--- src/design/fcps_defs.svh ---
// Constants of the floppy command-phase sequencer.
// Assumes inclusion by bare name from every design file that needs it.
`ifndef FCPS_DEFS_SVH
`define FCPS_DEFS_SVH

// =====================================================================
// Command codes and the invalid-command status byte
`define FCPS_VERIFY_CODE   5'h16
`define FCPS_WRITE_CODE    6'h05
`define FCPS_WRDEL_CODE    6'h09
`define FCPS_RECAL_CODE    8'h07
`define FCPS_SENSE_CODE    8'h08
`define FCPS_INVALID_ST0   8'h80

// =====================================================================
// Bit positions and interrupt codes
`define FCPS_MT_BIT        7
`define FCPS_MFM_BIT       6
`define FCPS_EC_BIT        7
`define FCPS_HDS_BIT       2
`define FCPS_SE_BIT        5
`define FCPS_EQC_BIT       4
`define FCPS_DERR_BIT      5
`define FCPS_IC_ABNORMAL   2'h1
`define FCPS_IC_NORMAL     2'h0

// =====================================================================
// Parameter slots, counts and first record number
`define FCPS_SLOT_DRV      3'h0
`define FCPS_SLOT_CYL      3'h1
`define FCPS_SLOT_HEAD     3'h2
`define FCPS_SLOT_REC      3'h3
`define FCPS_SLOT_SIZE     3'h4
`define FCPS_SLOT_EOT      3'h5
`define FCPS_SLOT_GAP      3'h6
`define FCPS_SLOT_LAST     3'h7
`define FCPS_SECT_PARAMS   4'h8
`define FCPS_RECAL_PARAMS  4'h1
`define FCPS_SECT_RESULTS  3'h7
`define FCPS_SENSE_RESULTS 3'h2
`define FCPS_INV_RESULTS   3'h1
`define FCPS_FIRST_REC     8'h01

// =====================================================================
// Timing
`define FCPS_CLK_HZ        20000000
`define FCPS_STEP_NS       4000
`define FCPS_STEP_CYC      (((`FCPS_STEP_NS * (`FCPS_CLK_HZ / 1000000)) + 999) / 1000)
`define FCPS_RECAL_STEPS   255

`endif

--- src/design/fcps_pkg.sv ---
// Types of the floppy command-phase sequencer.
// Assumes fcps_defs.svh is compiled alongside.
package fcps_pkg;

  typedef enum logic [2:0] {
    FCPS_IDLE   = 3'b000,
    FCPS_PARAM  = 3'b001,
    FCPS_EXEC   = 3'b010,
    FCPS_STEP   = 3'b011,
    FCPS_RESULT = 3'b100
  } fcps_state_e;

  typedef enum logic [2:0] {
    FCPS_OP_VERIFY = 3'b000,
    FCPS_OP_WRITE  = 3'b001,
    FCPS_OP_WRDEL  = 3'b010,
    FCPS_OP_RECAL  = 3'b011,
    FCPS_OP_SENSE  = 3'b100,
    FCPS_OP_BAD    = 3'b101
  } fcps_op_e;

endpackage

--- src/design/fcps_fifo.sv ---
// Sector-data FIFO between host and drive, with registered read data.
// Assumes DEPTH is a power of two and one clock for both sides.
`timescale 1ns/1ps
module fcps_fifo #(
  parameter int WIDTH = 8,
  parameter int DEPTH = 8
) (
  // Clock and reset
  input  wire logic             clock_i,
  input  wire logic             rstn_i,
  input  wire logic             flush_i,
  // Fill side
  input  wire logic [WIDTH-1:0] in_data_i,
  input  wire logic             in_valid_i,
  output logic                  in_ready_o,
  // Drain side
  output logic [WIDTH-1:0]      out_data_o,
  output logic                  out_valid_o,
  input  wire logic             out_ready_i
);
  localparam int AW = $clog2(DEPTH);

  logic [WIDTH-1:0] mem [DEPTH];
  logic [AW-1:0]    wr_ptr, next_wr_ptr;
  logic [AW-1:0]    rd_ptr, next_rd_ptr;
  logic [AW:0]      cnt, next_cnt;
  logic             next_out_valid;
  logic [WIDTH-1:0] next_out_data;
  logic             push;
  logic             load;

  // =====================================================================
  // Next state
  assign in_ready_o = (cnt != DEPTH[AW:0]);
  assign push       = in_valid_i && in_ready_o;
  assign load       = (cnt != '0) && (!out_valid_o || out_ready_i);

  always_comb begin
    next_wr_ptr    = push ? AW'(wr_ptr + 1'b1) : wr_ptr;
    next_rd_ptr    = load ? AW'(rd_ptr + 1'b1) : rd_ptr;
    next_cnt       = (AW+1)'(cnt + {{AW{1'b0}}, push} - {{AW{1'b0}}, load});
    next_out_valid = load ? 1'b1 : (out_ready_i ? 1'b0 : out_valid_o);
    next_out_data  = load ? mem[rd_ptr] : out_data_o;
    if (flush_i) begin
      next_wr_ptr    = '0;
      next_rd_ptr    = '0;
      next_cnt       = '0;
      next_out_valid = 1'b0;
    end
  end

  // =====================================================================
  // Registers
  always_ff @(posedge clock_i) begin
    if (!rstn_i) begin
      wr_ptr      <= '0;
      rd_ptr      <= '0;
      cnt         <= '0;
      out_valid_o <= 1'b0;
      out_data_o  <= '0;
    end else begin
      wr_ptr      <= next_wr_ptr;
      rd_ptr      <= next_rd_ptr;
      cnt         <= next_cnt;
      out_valid_o <= next_out_valid;
      out_data_o  <= next_out_data;
    end
  end

  // Storage needs no reset; count guards every read
  always_ff @(posedge clock_i) begin
    if (push) begin
      mem[wr_ptr] <= in_data_i;
    end
  end
endmodule

--- src/design/fcps_sequencer.sv ---
// Command, execution and result phases of a floppy controller.
// Assumes a host byte port, a drive that reports each sector, one clock.
//
// Operation
// [RULE1] Verify takes the full address list, checks sectors without moving data, and bit 7 of byte two picks length or count.
// [RULE2] Write and write-deleted carry multi-track in bit 7 and density in bit 6 and move sector bytes to the drive.
// [RULE3] The host writes the drive and head byte, then cylinder, head, record, size, final sector, gap and length.
// [RULE4] A finished sector command offers three status bytes then cylinder, head, record and size reached.
// [RULE5] Recalibrate takes one drive byte, steps that head to track 0 and interrupts with no result phase.
// [RULE6] Sense interrupt status after a seek answers with the first status byte and the present cylinder.
// [RULE7] An unknown command does nothing, returns to standby and yields one status byte of 80H.
// [RULE8] The host reads result bytes only while the device shows its port ready for reading.
`timescale 1ns/1ps
`include "fcps_defs.svh"
module fcps_sequencer #(
  parameter int STEP_CYC    = `FCPS_STEP_CYC,
  parameter int RECAL_STEPS = `FCPS_RECAL_STEPS,
  parameter int FIFO_DEPTH  = 8
) (
  // Clock and reset
  input  wire logic       clock_i,
  input  wire logic       rstn_i,
  // Host command and result port
  input  wire logic [7:0] host_data_i,
  input  wire logic       host_wr_i,
  output logic            host_wr_ready_o,
  output logic [7:0]      host_data_o,
  input  wire logic       host_rd_i,
  output logic            host_rd_ready_o,
  output logic            busy_o,
  output logic            exec_o,
  output logic            int_o,
  // Host sector data
  input  wire logic [7:0] xfer_data_i,
  input  wire logic       xfer_valid_i,
  output logic            xfer_ready_o,
  // Drive side
  output logic [7:0]      drv_data_o,
  output logic            drv_valid_o,
  input  wire logic       drv_ready_i,
  input  wire logic       drv_sector_done_i,
  input  wire logic       drv_sector_err_i,
  input  wire logic       drv_track0_i,
  output logic [1:0]      drv_sel_o,
  output logic            drv_head_o,
  output logic [7:0]      drv_cyl_o,
  output logic [7:0]      drv_rec_o,
  output logic [7:0]      drv_size_o,
  output logic [7:0]      drv_gap_o,
  output logic            drv_dens_o,
  output logic            drv_write_o,
  output logic            drv_deleted_o,
  output logic            drv_verify_o,
  output logic            drv_step_o,
  output logic            drv_dir_o
);
  import fcps_pkg::*;

  fcps_state_e state, next_state;
  fcps_op_e    op, next_op;
  logic [7:0]  param [8];
  logic [7:0]  next_param [8];
  logic [7:0]  present_cylinder [4];
  logic [7:0]  next_pcn [4];
  logic [3:0]  pidx, next_pidx, pneed, next_pneed;
  logic        multi_track_flag, next_multi_track_flag;
  logic        double_density_flag, next_double_density_flag;
  logic        length_or_count_choice, next_length_or_count_choice;
  logic [7:0]  sect_cnt, next_sect_cnt;
  logic [7:0]  result_status_first, next_result_status_first;
  logic [7:0]  result_status_second, next_result_status_second;
  logic [7:0]  seek_status, next_seek_status;
  logic [1:0]  seek_drive, next_seek_drive;
  logic        seek_pend, next_seek_pend;
  logic [2:0]  res_idx, next_res_idx, res_len, next_res_len;
  logic        res_ok, next_res_ok;
  logic [7:0]  next_host_data;
  logic        next_int;
  logic [15:0] step_cnt, next_step_cnt;
  logic [7:0]  steps, next_steps;
  logic        next_step;
  logic [7:0]  res_byte;
  logic        is_write, pop, last_sect, head_side_choice;
  logic [1:0]  drive_pick;
  logic        fifo_in_ready, fifo_out_valid, fifo_flush;

  // =====================================================================
  // Sector data path
  assign is_write     = (state == FCPS_EXEC) && ((op == FCPS_OP_WRITE) || (op == FCPS_OP_WRDEL));
  assign xfer_ready_o = is_write && fifo_in_ready;
  assign drv_valid_o  = is_write && fifo_out_valid;
  assign fifo_flush   = !is_write;

  // Host stalls on xfer_ready_o when the drive drains slowly
  fcps_fifo #(
    .WIDTH (8),
    .DEPTH (FIFO_DEPTH)
  ) u_fifo (
    .clock_i     (clock_i),
    .rstn_i      (rstn_i),
    .flush_i     (fifo_flush),
    .in_data_i   (xfer_data_i),
    .in_valid_i  (xfer_valid_i && is_write),
    .in_ready_o  (fifo_in_ready),
    .out_data_o  (drv_data_o),
    .out_valid_o (fifo_out_valid),
    .out_ready_i (drv_ready_i && is_write)
  );

  // =====================================================================
  // Drive controls
  assign drive_pick       = param[`FCPS_SLOT_DRV][1:0];
  assign head_side_choice = param[`FCPS_SLOT_DRV][`FCPS_HDS_BIT];
  assign drv_sel_o        = drive_pick;
  assign drv_head_o       = head_side_choice;
  assign drv_cyl_o        = param[`FCPS_SLOT_CYL];
  assign drv_rec_o        = param[`FCPS_SLOT_REC];
  assign drv_size_o       = param[`FCPS_SLOT_SIZE];
  assign drv_gap_o        = param[`FCPS_SLOT_GAP];
  assign drv_dens_o       = double_density_flag;
  assign drv_write_o      = is_write;
  assign drv_deleted_o    = is_write && (op == FCPS_OP_WRDEL);
  assign drv_verify_o     = (state == FCPS_EXEC) && (op == FCPS_OP_VERIFY); // RULE1
  assign drv_dir_o        = 1'b0;
  assign busy_o           = (state != FCPS_IDLE);
  assign exec_o           = (state == FCPS_EXEC) || (state == FCPS_STEP);
  assign host_wr_ready_o  = (state == FCPS_IDLE) || (state == FCPS_PARAM);
  assign host_rd_ready_o  = (state == FCPS_RESULT) && res_ok; // RULE8
  assign pop              = host_rd_i && host_rd_ready_o;

  // For verify, final parameter is a sector count when the choice bit is set
  assign last_sect = (op == FCPS_OP_VERIFY) && length_or_count_choice ?
                     (8'(sect_cnt + 1'b1) == param[`FCPS_SLOT_LAST]) :
                     (param[`FCPS_SLOT_REC] == param[`FCPS_SLOT_EOT]); // RULE1

  // =====================================================================
  // Result byte selection
  always_comb begin
    res_byte = 8'h00;
    if (op == FCPS_OP_BAD) begin
      res_byte = `FCPS_INVALID_ST0; // RULE7
    end else if (op == FCPS_OP_SENSE) begin
      res_byte = (res_idx == 3'h0) ? seek_status : present_cylinder[seek_drive]; // RULE6
    end else begin
      unique case (res_idx)
        3'h0:    res_byte = result_status_first; // RULE4
        3'h1:    res_byte = result_status_second;
        3'h2:    res_byte = 8'h00;
        3'h3:    res_byte = param[`FCPS_SLOT_CYL];
        3'h4:    res_byte = param[`FCPS_SLOT_HEAD];
        3'h5:    res_byte = param[`FCPS_SLOT_REC];
        default: res_byte = param[`FCPS_SLOT_SIZE];
      endcase
    end
  end

  // =====================================================================
  // Sequencer next state
  always_comb begin
    next_state                  = state;
    next_op                     = op;
    next_param                  = param;
    next_pcn                    = present_cylinder;
    next_pidx                   = pidx;
    next_pneed                  = pneed;
    next_multi_track_flag       = multi_track_flag;
    next_double_density_flag    = double_density_flag;
    next_length_or_count_choice = length_or_count_choice;
    next_sect_cnt               = sect_cnt;
    next_result_status_first    = result_status_first;
    next_result_status_second   = result_status_second;
    next_seek_status            = seek_status;
    next_seek_drive             = seek_drive;
    next_seek_pend              = seek_pend;
    next_res_idx                = res_idx;
    next_res_len                = res_len;
    next_res_ok                 = 1'b0;
    next_host_data              = host_data_o;
    next_int                    = int_o;
    next_step_cnt               = step_cnt;
    next_steps                  = steps;
    next_step                   = 1'b0;
    unique case (state)
      FCPS_IDLE: begin
        if (host_wr_i) begin
          next_pidx     = 4'h0;
          next_res_idx  = 3'h0;
          next_sect_cnt = 8'h00;
          next_multi_track_flag    = host_data_i[`FCPS_MT_BIT]; // RULE2
          next_double_density_flag = host_data_i[`FCPS_MFM_BIT]; // RULE2
          next_pneed = `FCPS_SECT_PARAMS;
          next_state = FCPS_PARAM;
          if (host_data_i[4:0] == `FCPS_VERIFY_CODE) begin
            next_op = FCPS_OP_VERIFY; // RULE1
          end else if (host_data_i[5:0] == `FCPS_WRITE_CODE) begin
            next_op = FCPS_OP_WRITE; // RULE2
          end else if (host_data_i[5:0] == `FCPS_WRDEL_CODE) begin
            next_op = FCPS_OP_WRDEL; // RULE2
          end else if (host_data_i == `FCPS_RECAL_CODE) begin
            next_op    = FCPS_OP_RECAL; // RULE5
            next_pneed = `FCPS_RECAL_PARAMS;
          end else if ((host_data_i == `FCPS_SENSE_CODE) && seek_pend) begin
            next_op      = FCPS_OP_SENSE; // RULE6
            next_res_len = `FCPS_SENSE_RESULTS;
            next_state   = FCPS_RESULT;
            next_seek_pend = 1'b0;
            next_int     = 1'b0;
          end else begin
            // Sense with nothing pending is treated as unknown
            next_op      = FCPS_OP_BAD; // RULE7
            next_res_len = `FCPS_INV_RESULTS;
            next_state   = FCPS_RESULT;
          end
        end
      end
      FCPS_PARAM: begin
        if (host_wr_i) begin
          next_param[pidx[2:0]] = host_data_i; // RULE3
          next_pidx = 4'(pidx + 1'b1);
          if (4'(pidx + 1'b1) == pneed) begin
            next_length_or_count_choice = next_param[`FCPS_SLOT_DRV][`FCPS_EC_BIT]; // RULE1
            next_state    = (op == FCPS_OP_RECAL) ? FCPS_STEP : FCPS_EXEC;
            next_step_cnt = 16'h0000;
            next_steps    = 8'h00;
          end
        end
      end
      FCPS_EXEC: begin
        if (drv_sector_done_i) begin
          next_sect_cnt = 8'(sect_cnt + 1'b1);
          next_result_status_first  = {`FCPS_IC_NORMAL, 3'h0, head_side_choice, drive_pick};
          next_result_status_second = 8'h00;
          if (drv_sector_err_i) begin
            next_result_status_first[7:6]            = `FCPS_IC_ABNORMAL;
            next_result_status_second[`FCPS_DERR_BIT] = 1'b1;
            next_state = FCPS_RESULT; // RULE4
          end else if (!last_sect) begin
            next_param[`FCPS_SLOT_REC] = 8'(param[`FCPS_SLOT_REC] + 1'b1);
          end else if (multi_track_flag && !head_side_choice) begin
            // Multi-track carries on with side 1 from the first record
            next_param[`FCPS_SLOT_DRV][`FCPS_HDS_BIT] = 1'b1; // RULE2
            next_param[`FCPS_SLOT_HEAD] = 8'h01;
            next_param[`FCPS_SLOT_REC]  = `FCPS_FIRST_REC;
          end else begin
            next_state = FCPS_RESULT; // RULE4
          end
          if (next_state == FCPS_RESULT) begin
            next_res_len = `FCPS_SECT_RESULTS; // RULE4
            next_int     = 1'b1;
          end
        end
      end
      FCPS_STEP: begin
        next_step_cnt = 16'(step_cnt + 1'b1);
        next_step     = (step_cnt < 16'(STEP_CYC));
        // Ends only between pulses so the drive never sees a runt step
        if ((step_cnt == 16'h0000) && (drv_track0_i || (steps == 8'(RECAL_STEPS)))) begin
          next_step        = 1'b0;
          next_seek_status = {`FCPS_IC_NORMAL, 1'b1, 2'h0, head_side_choice, drive_pick};
          if (!drv_track0_i) begin
            next_seek_status[7:6]          = `FCPS_IC_ABNORMAL;
            next_seek_status[`FCPS_EQC_BIT] = 1'b1;
          end
          next_pcn[drive_pick] = 8'h00; // RULE5
          next_seek_drive = drive_pick;
          next_seek_pend  = 1'b1;
          next_int        = 1'b1; // RULE5
          next_state      = FCPS_IDLE;
        end else if (step_cnt == 16'(2 * STEP_CYC - 1)) begin
          next_step_cnt = 16'h0000;
          next_steps    = 8'(steps + 1'b1);
        end
      end
      FCPS_RESULT: begin
        next_host_data = res_byte;
        next_res_ok    = !pop;
        if (pop) begin
          next_int     = 1'b0;
          next_res_idx = 3'(res_idx + 1'b1);
          if (3'(res_idx + 1'b1) == res_len) begin
            next_state = FCPS_IDLE; // RULE7
          end
        end
      end
      default: next_state = FCPS_IDLE;
    endcase
  end

  // =====================================================================
  // Registers
  always_ff @(posedge clock_i) begin
    if (!rstn_i) begin
      state                  <= FCPS_IDLE;
      op                     <= FCPS_OP_BAD;
      param                  <= '{default: 8'h00};
      present_cylinder                    <= '{default: 8'h00};
      pidx                   <= 4'h0;
      pneed                  <= 4'h0;
      multi_track_flag       <= 1'b0;
      double_density_flag    <= 1'b0;
      length_or_count_choice <= 1'b0;
      sect_cnt               <= 8'h00;
      result_status_first    <= 8'h00;
      result_status_second   <= 8'h00;
      seek_status            <= 8'h00;
      seek_drive             <= 2'h0;
      seek_pend              <= 1'b0;
      res_idx                <= 3'h0;
      res_len                <= 3'h0;
      res_ok                 <= 1'b0;
      host_data_o            <= 8'h00;
      int_o                  <= 1'b0;
      step_cnt               <= 16'h0000;
      steps                  <= 8'h00;
      drv_step_o             <= 1'b0;
    end else begin
      state                  <= next_state;
      op                     <= next_op;
      param                  <= next_param;
      present_cylinder                    <= next_pcn;
      pidx                   <= next_pidx;
      pneed                  <= next_pneed;
      multi_track_flag       <= next_multi_track_flag;
      double_density_flag    <= next_double_density_flag;
      length_or_count_choice <= next_length_or_count_choice;
      sect_cnt               <= next_sect_cnt;
      result_status_first    <= next_result_status_first;
      result_status_second   <= next_result_status_second;
      seek_status            <= next_seek_status;
      seek_drive             <= next_seek_drive;
      seek_pend              <= next_seek_pend;
      res_idx                <= next_res_idx;
      res_len                <= next_res_len;
      res_ok                 <= next_res_ok;
      host_data_o            <= next_host_data;
      int_o                  <= next_int;
      step_cnt               <= next_step_cnt;
      steps                  <= next_steps;
      drv_step_o             <= next_step;
    end
  end
endmodule

--- config.mk ---
export PLATFORM = sky130hd
export DESIGN_NAME = fcps_sequencer
export DESIGN_NICKNAME = d
export VERILOG_FILES = /design/src/design/fcps_pkg.sv /design/src/design/fcps_fifo.sv /design/src/design/fcps_sequencer.sv
export VERILOG_INCLUDE_DIRS = /design/src /design/src/design
export SDC_FILE = /design/constraint.sdc
export NUM_CORES = 1
export LEC_CHECK = 0
export BUFFER_PORTS_ARGS = -buffer_cell sky130_fd_sc_hd__buf_2
export CORE_ASPECT_RATIO = 0.6
export CORE_MARGIN = 3
export CORE_UTILIZATION = 50
export CTS_CLUSTER_SIZE = 10
export DETAILED_ROUTE_END_ITERATION = 6
export PLACE_DENSITY = 0.68
export SYNTH_ARGS = -nofsm -noshare
export SYNTH_HDL_FRONTEND = slang
export SYNTH_HIERARCHICAL = 1
export SYNTH_SLANG_ARGS = --single-unit
--- constraint.sdc ---
create_clock -name clock_i -period 4.9 [get_ports clock_i]
set_input_delay 0.245 -clock clock_i [delete_from_list [all_inputs] [get_ports clock_i]]
set_output_delay 0.245 -clock clock_i [all_outputs]
set_load 0.05 [all_outputs]
==> results.yml <==
run_status:
  outcome: "completed"
finish:
  post-route-util_pct: 56.3
  n_fill_cell: 1958
  nNetsFinal: 1206
  multiInputGateArea_um2: 5200
  fin_cells: 1480
  drive_gt1_share_pct: 13.8
  area_delta_synth_final_pct: 9.10
  regArea_um2: 5630
clock_tree:
  cts_tree: "done"
  cts_made_buffers: 28
  htreeDepth: 1
  cts-root-buf: "clkbuf_16"
  clock-sinks: 249
  clk_latency_ps: 560
  clk_pin_slew_ps: 50
  cts_resized: 0
  clk_path_buf_depth: 3
global_route:
  grt_pass1_wl_mm: 45.1
  antenna_found_initial: 1
  overflow: 0
  grt_use_total_pct: 23.2
  grt_pass1_vias: 7670
  grt_max_degree: 40
route:
  dr.pass1.iters: 6
  drt-initial-drc-count: 820
  wl_met1_mm: 15.6
  drc: 0
  topRoutingLayerUsed: "met5"
  ant_nets: 0
  wl_mm: 29.6
  num_vias: 8608
  drt-vias-per-instance: 5.82
  dr_wl_met3_mm: 2.83
  dr_wl_met2_mm: 10.7
  wl_per_cell_um: 20.0
power_and_ir_drop:
  peakVddDrop_uv: 255
  powerDensity_nw_per_um2: 328
  leakagePower_nw: 4.47
worst_setup_path:
  worstSetupEndpointType: "register"
  crit_arrival_ps: 3650
  worst-setup-path-type: "register to register"
  path_max_fanout: 13
  crit_required_ps: 5070
  path_buf_inv: 0
  cp_common_cell: "nor3_1"
  cp_cell_sequence: "or3b_1 -> nor3_1 -> and2_1 -> nand3_1 -> nor3_1"
  critPathTopFamily: "simple AND/OR/NAND/NOR gates"
  crit_slowest_cell: "nor3_1"
  start_kind: "register"
  slowest_delay_ps: 960
sta:
  rsz0062_at_grt: "false"
  whs_ps: 34.9
  setup_violations: 0
  fin_crit_sh_pct: 71.2
  tightest_slew_ps: 1210
  clock.fmax_mhz: 287
  fin_tns_setup_ps: 0
  finalWorstPathRequiredPeriod_ps: 3490
  drv_slew: 0
  skew_ps: 16.2
  final_hold_viol_count: 0
  max_slew_margin_pct: 19.0
floorplanning:
  pin_count: 89
  fp.dieH_um: 124
  die_w_um: 202
  dieArea_um2: 25000
  initial_core_util_pct: 51.6
  core-area_um2: 22300
  rows: 42
synth:
  synth_warnings: 6
  yosysSeqAreaShare_pct: 48.8
  ys_top_cells_by_area: "dfxtp_1 (32%), edfxtp_1 (17%), mux2i_1 (4.8%)"
  synthTopCellsByCount: "dfxtp_1 (185), nor2_1 (131), nand2_1 (83), a21oi_1 (65), edfxtp_1 (64)"
  syn-cell-area_um2: 11500
  syn-num-nets: 1190
  synth-main-ff-cell: "dfxtp_1"
  ys_ff_latch: 249
  synth_top_cell_area_share_pct: 32.1
  synth_area_leader_cell: "dfxtp_1"
  synth_edf_count: 64
  yosysMostFrequentCell: "dfxtp_1"
  synthArstFlopShare_pct: 0
  synth_cell_types: 87
  netlist_instances: 1146
  synth_area_per_cell_um2: 10.1
placed_design:
  post-dp-hpwl_mm: 21.0
  gp_congestion: 0.884
  place_inst: 1438
  port_buffers: 87
flow_run:
  drv_cap: 0
worst_hold_path:
  hp-class: "input port to register"
-- worst register-to-register path, cell delays in order, from the launching register on --
cell and delay (ps):
dfxtp_1 590, or3b_1 550, nor3_1 540, and2_1 270, nand3_1 190, nor3_1 960
-- layout make-up --
class                   instances  area share [%]
inverters                      26           0.776
clock buffers                  38            5.87
clock inverters                 1           0.239
well taps                     308            3.06
repair buffers                 96            4.04
diodes                          1          0.0199
flip-flops and latches        249            44.7
multi-input cells             761            41.3
-- per-layer routing --
| metal | up-vias | GRT usage, % |
|---|---|---|
| met5 | - | 0 |
| met4 | 2 | 4.61 |
| met3 | 42 | 6.24 |
| met2 | 322 | 28.1 |
| met1 | 4157 | 39.4 |
| li1 | 4085 | - |
-- where the power goes --
part | leakage, nW | switching, mW | internal (mW)
Combinational | 2.03 | 0.123 | 0.0378
Sequential | 2.07 | 0.0125 | 2.12
Clock | 0.368 | 0.802 | 1.04
Total | 4.47 | 0.938 | 3.19
-- logic make-up after synthesis --
| group | share of synthesized area (%) |
|---|---|
| AOI/OAI and AO/OA | 11.7 |
| buffers and inverters | 6.17 |
| other | 0.0325 |
| adders and majority gates | 2.13 |
| xor gates and xnor gates | 3.72 |
| and+or+nand+nor | 17.8 |
| DFF | 48.8 |
| muxes | 9.69 |
-- cells in the final DEF (no fill, tap or decap), drive strengths merged, types with 3 or more instances in the layout --
| cell | count |
|---|---|
| dfxtp | 185 |
| nor2 | 133 |
| buf | 94 |
| nand2 | 83 |
| a21oi | 65 |
| edfxtp | 64 |
| mux2i | 55 |
| o21ai | 47 |
| and2 | 43 |
| xnor2 | 41 |
| clkbuf | 38 |
| nand3 | 34 |
| nor3 | 31 |
| inv | 26 |
| mux4 | 22 |
| ha | 18 |
| nor4 | 17 |
| a31oi | 17 |
| nand4 | 15 |
| a22oi | 10 |
| and3 | 8 |
| xor2 | 8 |
| o221ai | 7 |
| a22o | 7 |
| nand2b | 6 |
| a221oi | 6 |
| nor3b | 5 |
| a32oi | 5 |
| or3b | 4 |
| and4b | 4 |
| nor2b | 4 |
| nand3b | 4 |
| mux2 | 4 |
| or2 | 4 |
| o31ai | 4 |
| a211oi | 4 |
| or3 | 4 |
| o211ai | 3 |
| a21o | 3 |
| a311oi | 3 |
-- per-stage QoR --
stage / setup WS [ps] / total power, mW / area [um^2]
floorplan: 889 / 2.26 / 11500
global placement: 1550 / 2.32 / 11800
detailed placement: 1450 / 2.33 / 11800
CTS: 1430 / 4.16 / 12600
global route: 1050 / 4.27 / 12600
finish: 1410 / 4.13 / 12600
-- what timing repair did --
item,in CTS,in global routing
endpoints found under the hold margin,2,0
setup buffers,0,0
hold buffers,2,0
endpoints found under the setup margin,0,0
-- flip-flops by register name, indices dropped and copies added, names as in the netlist, 4 cells and up --
name,flops
pidx,4
sect_cnt,8
step_cnt,16
drv_rec_o,8
drv_size_o,8
u_fifo/mem,64
param,25
u_fifo/out_data_o,8
drv_cyl_o,8
steps,8
u_fifo/cnt,4
drv_gap_o,8
present_cylinder,32
seek_status,4
host_data_o,8
-- path summary, 6_finish.rpt --
kind                         start               end  slack [ps]  cells after the start
hold reg to reg   multi_track_flag  multi_track_flag         450                      2
setup / recovery          state[1]  u_fifo/mem[1][3]        1410                      5
setup reg to reg          state[1]  u_fifo/mem[1][3]        1410                      5
hold / removal      xfer_data_i[0]  u_fifo/mem[7][0]          30                      1
No activity file was read; power rests on OpenSTA's default activity.
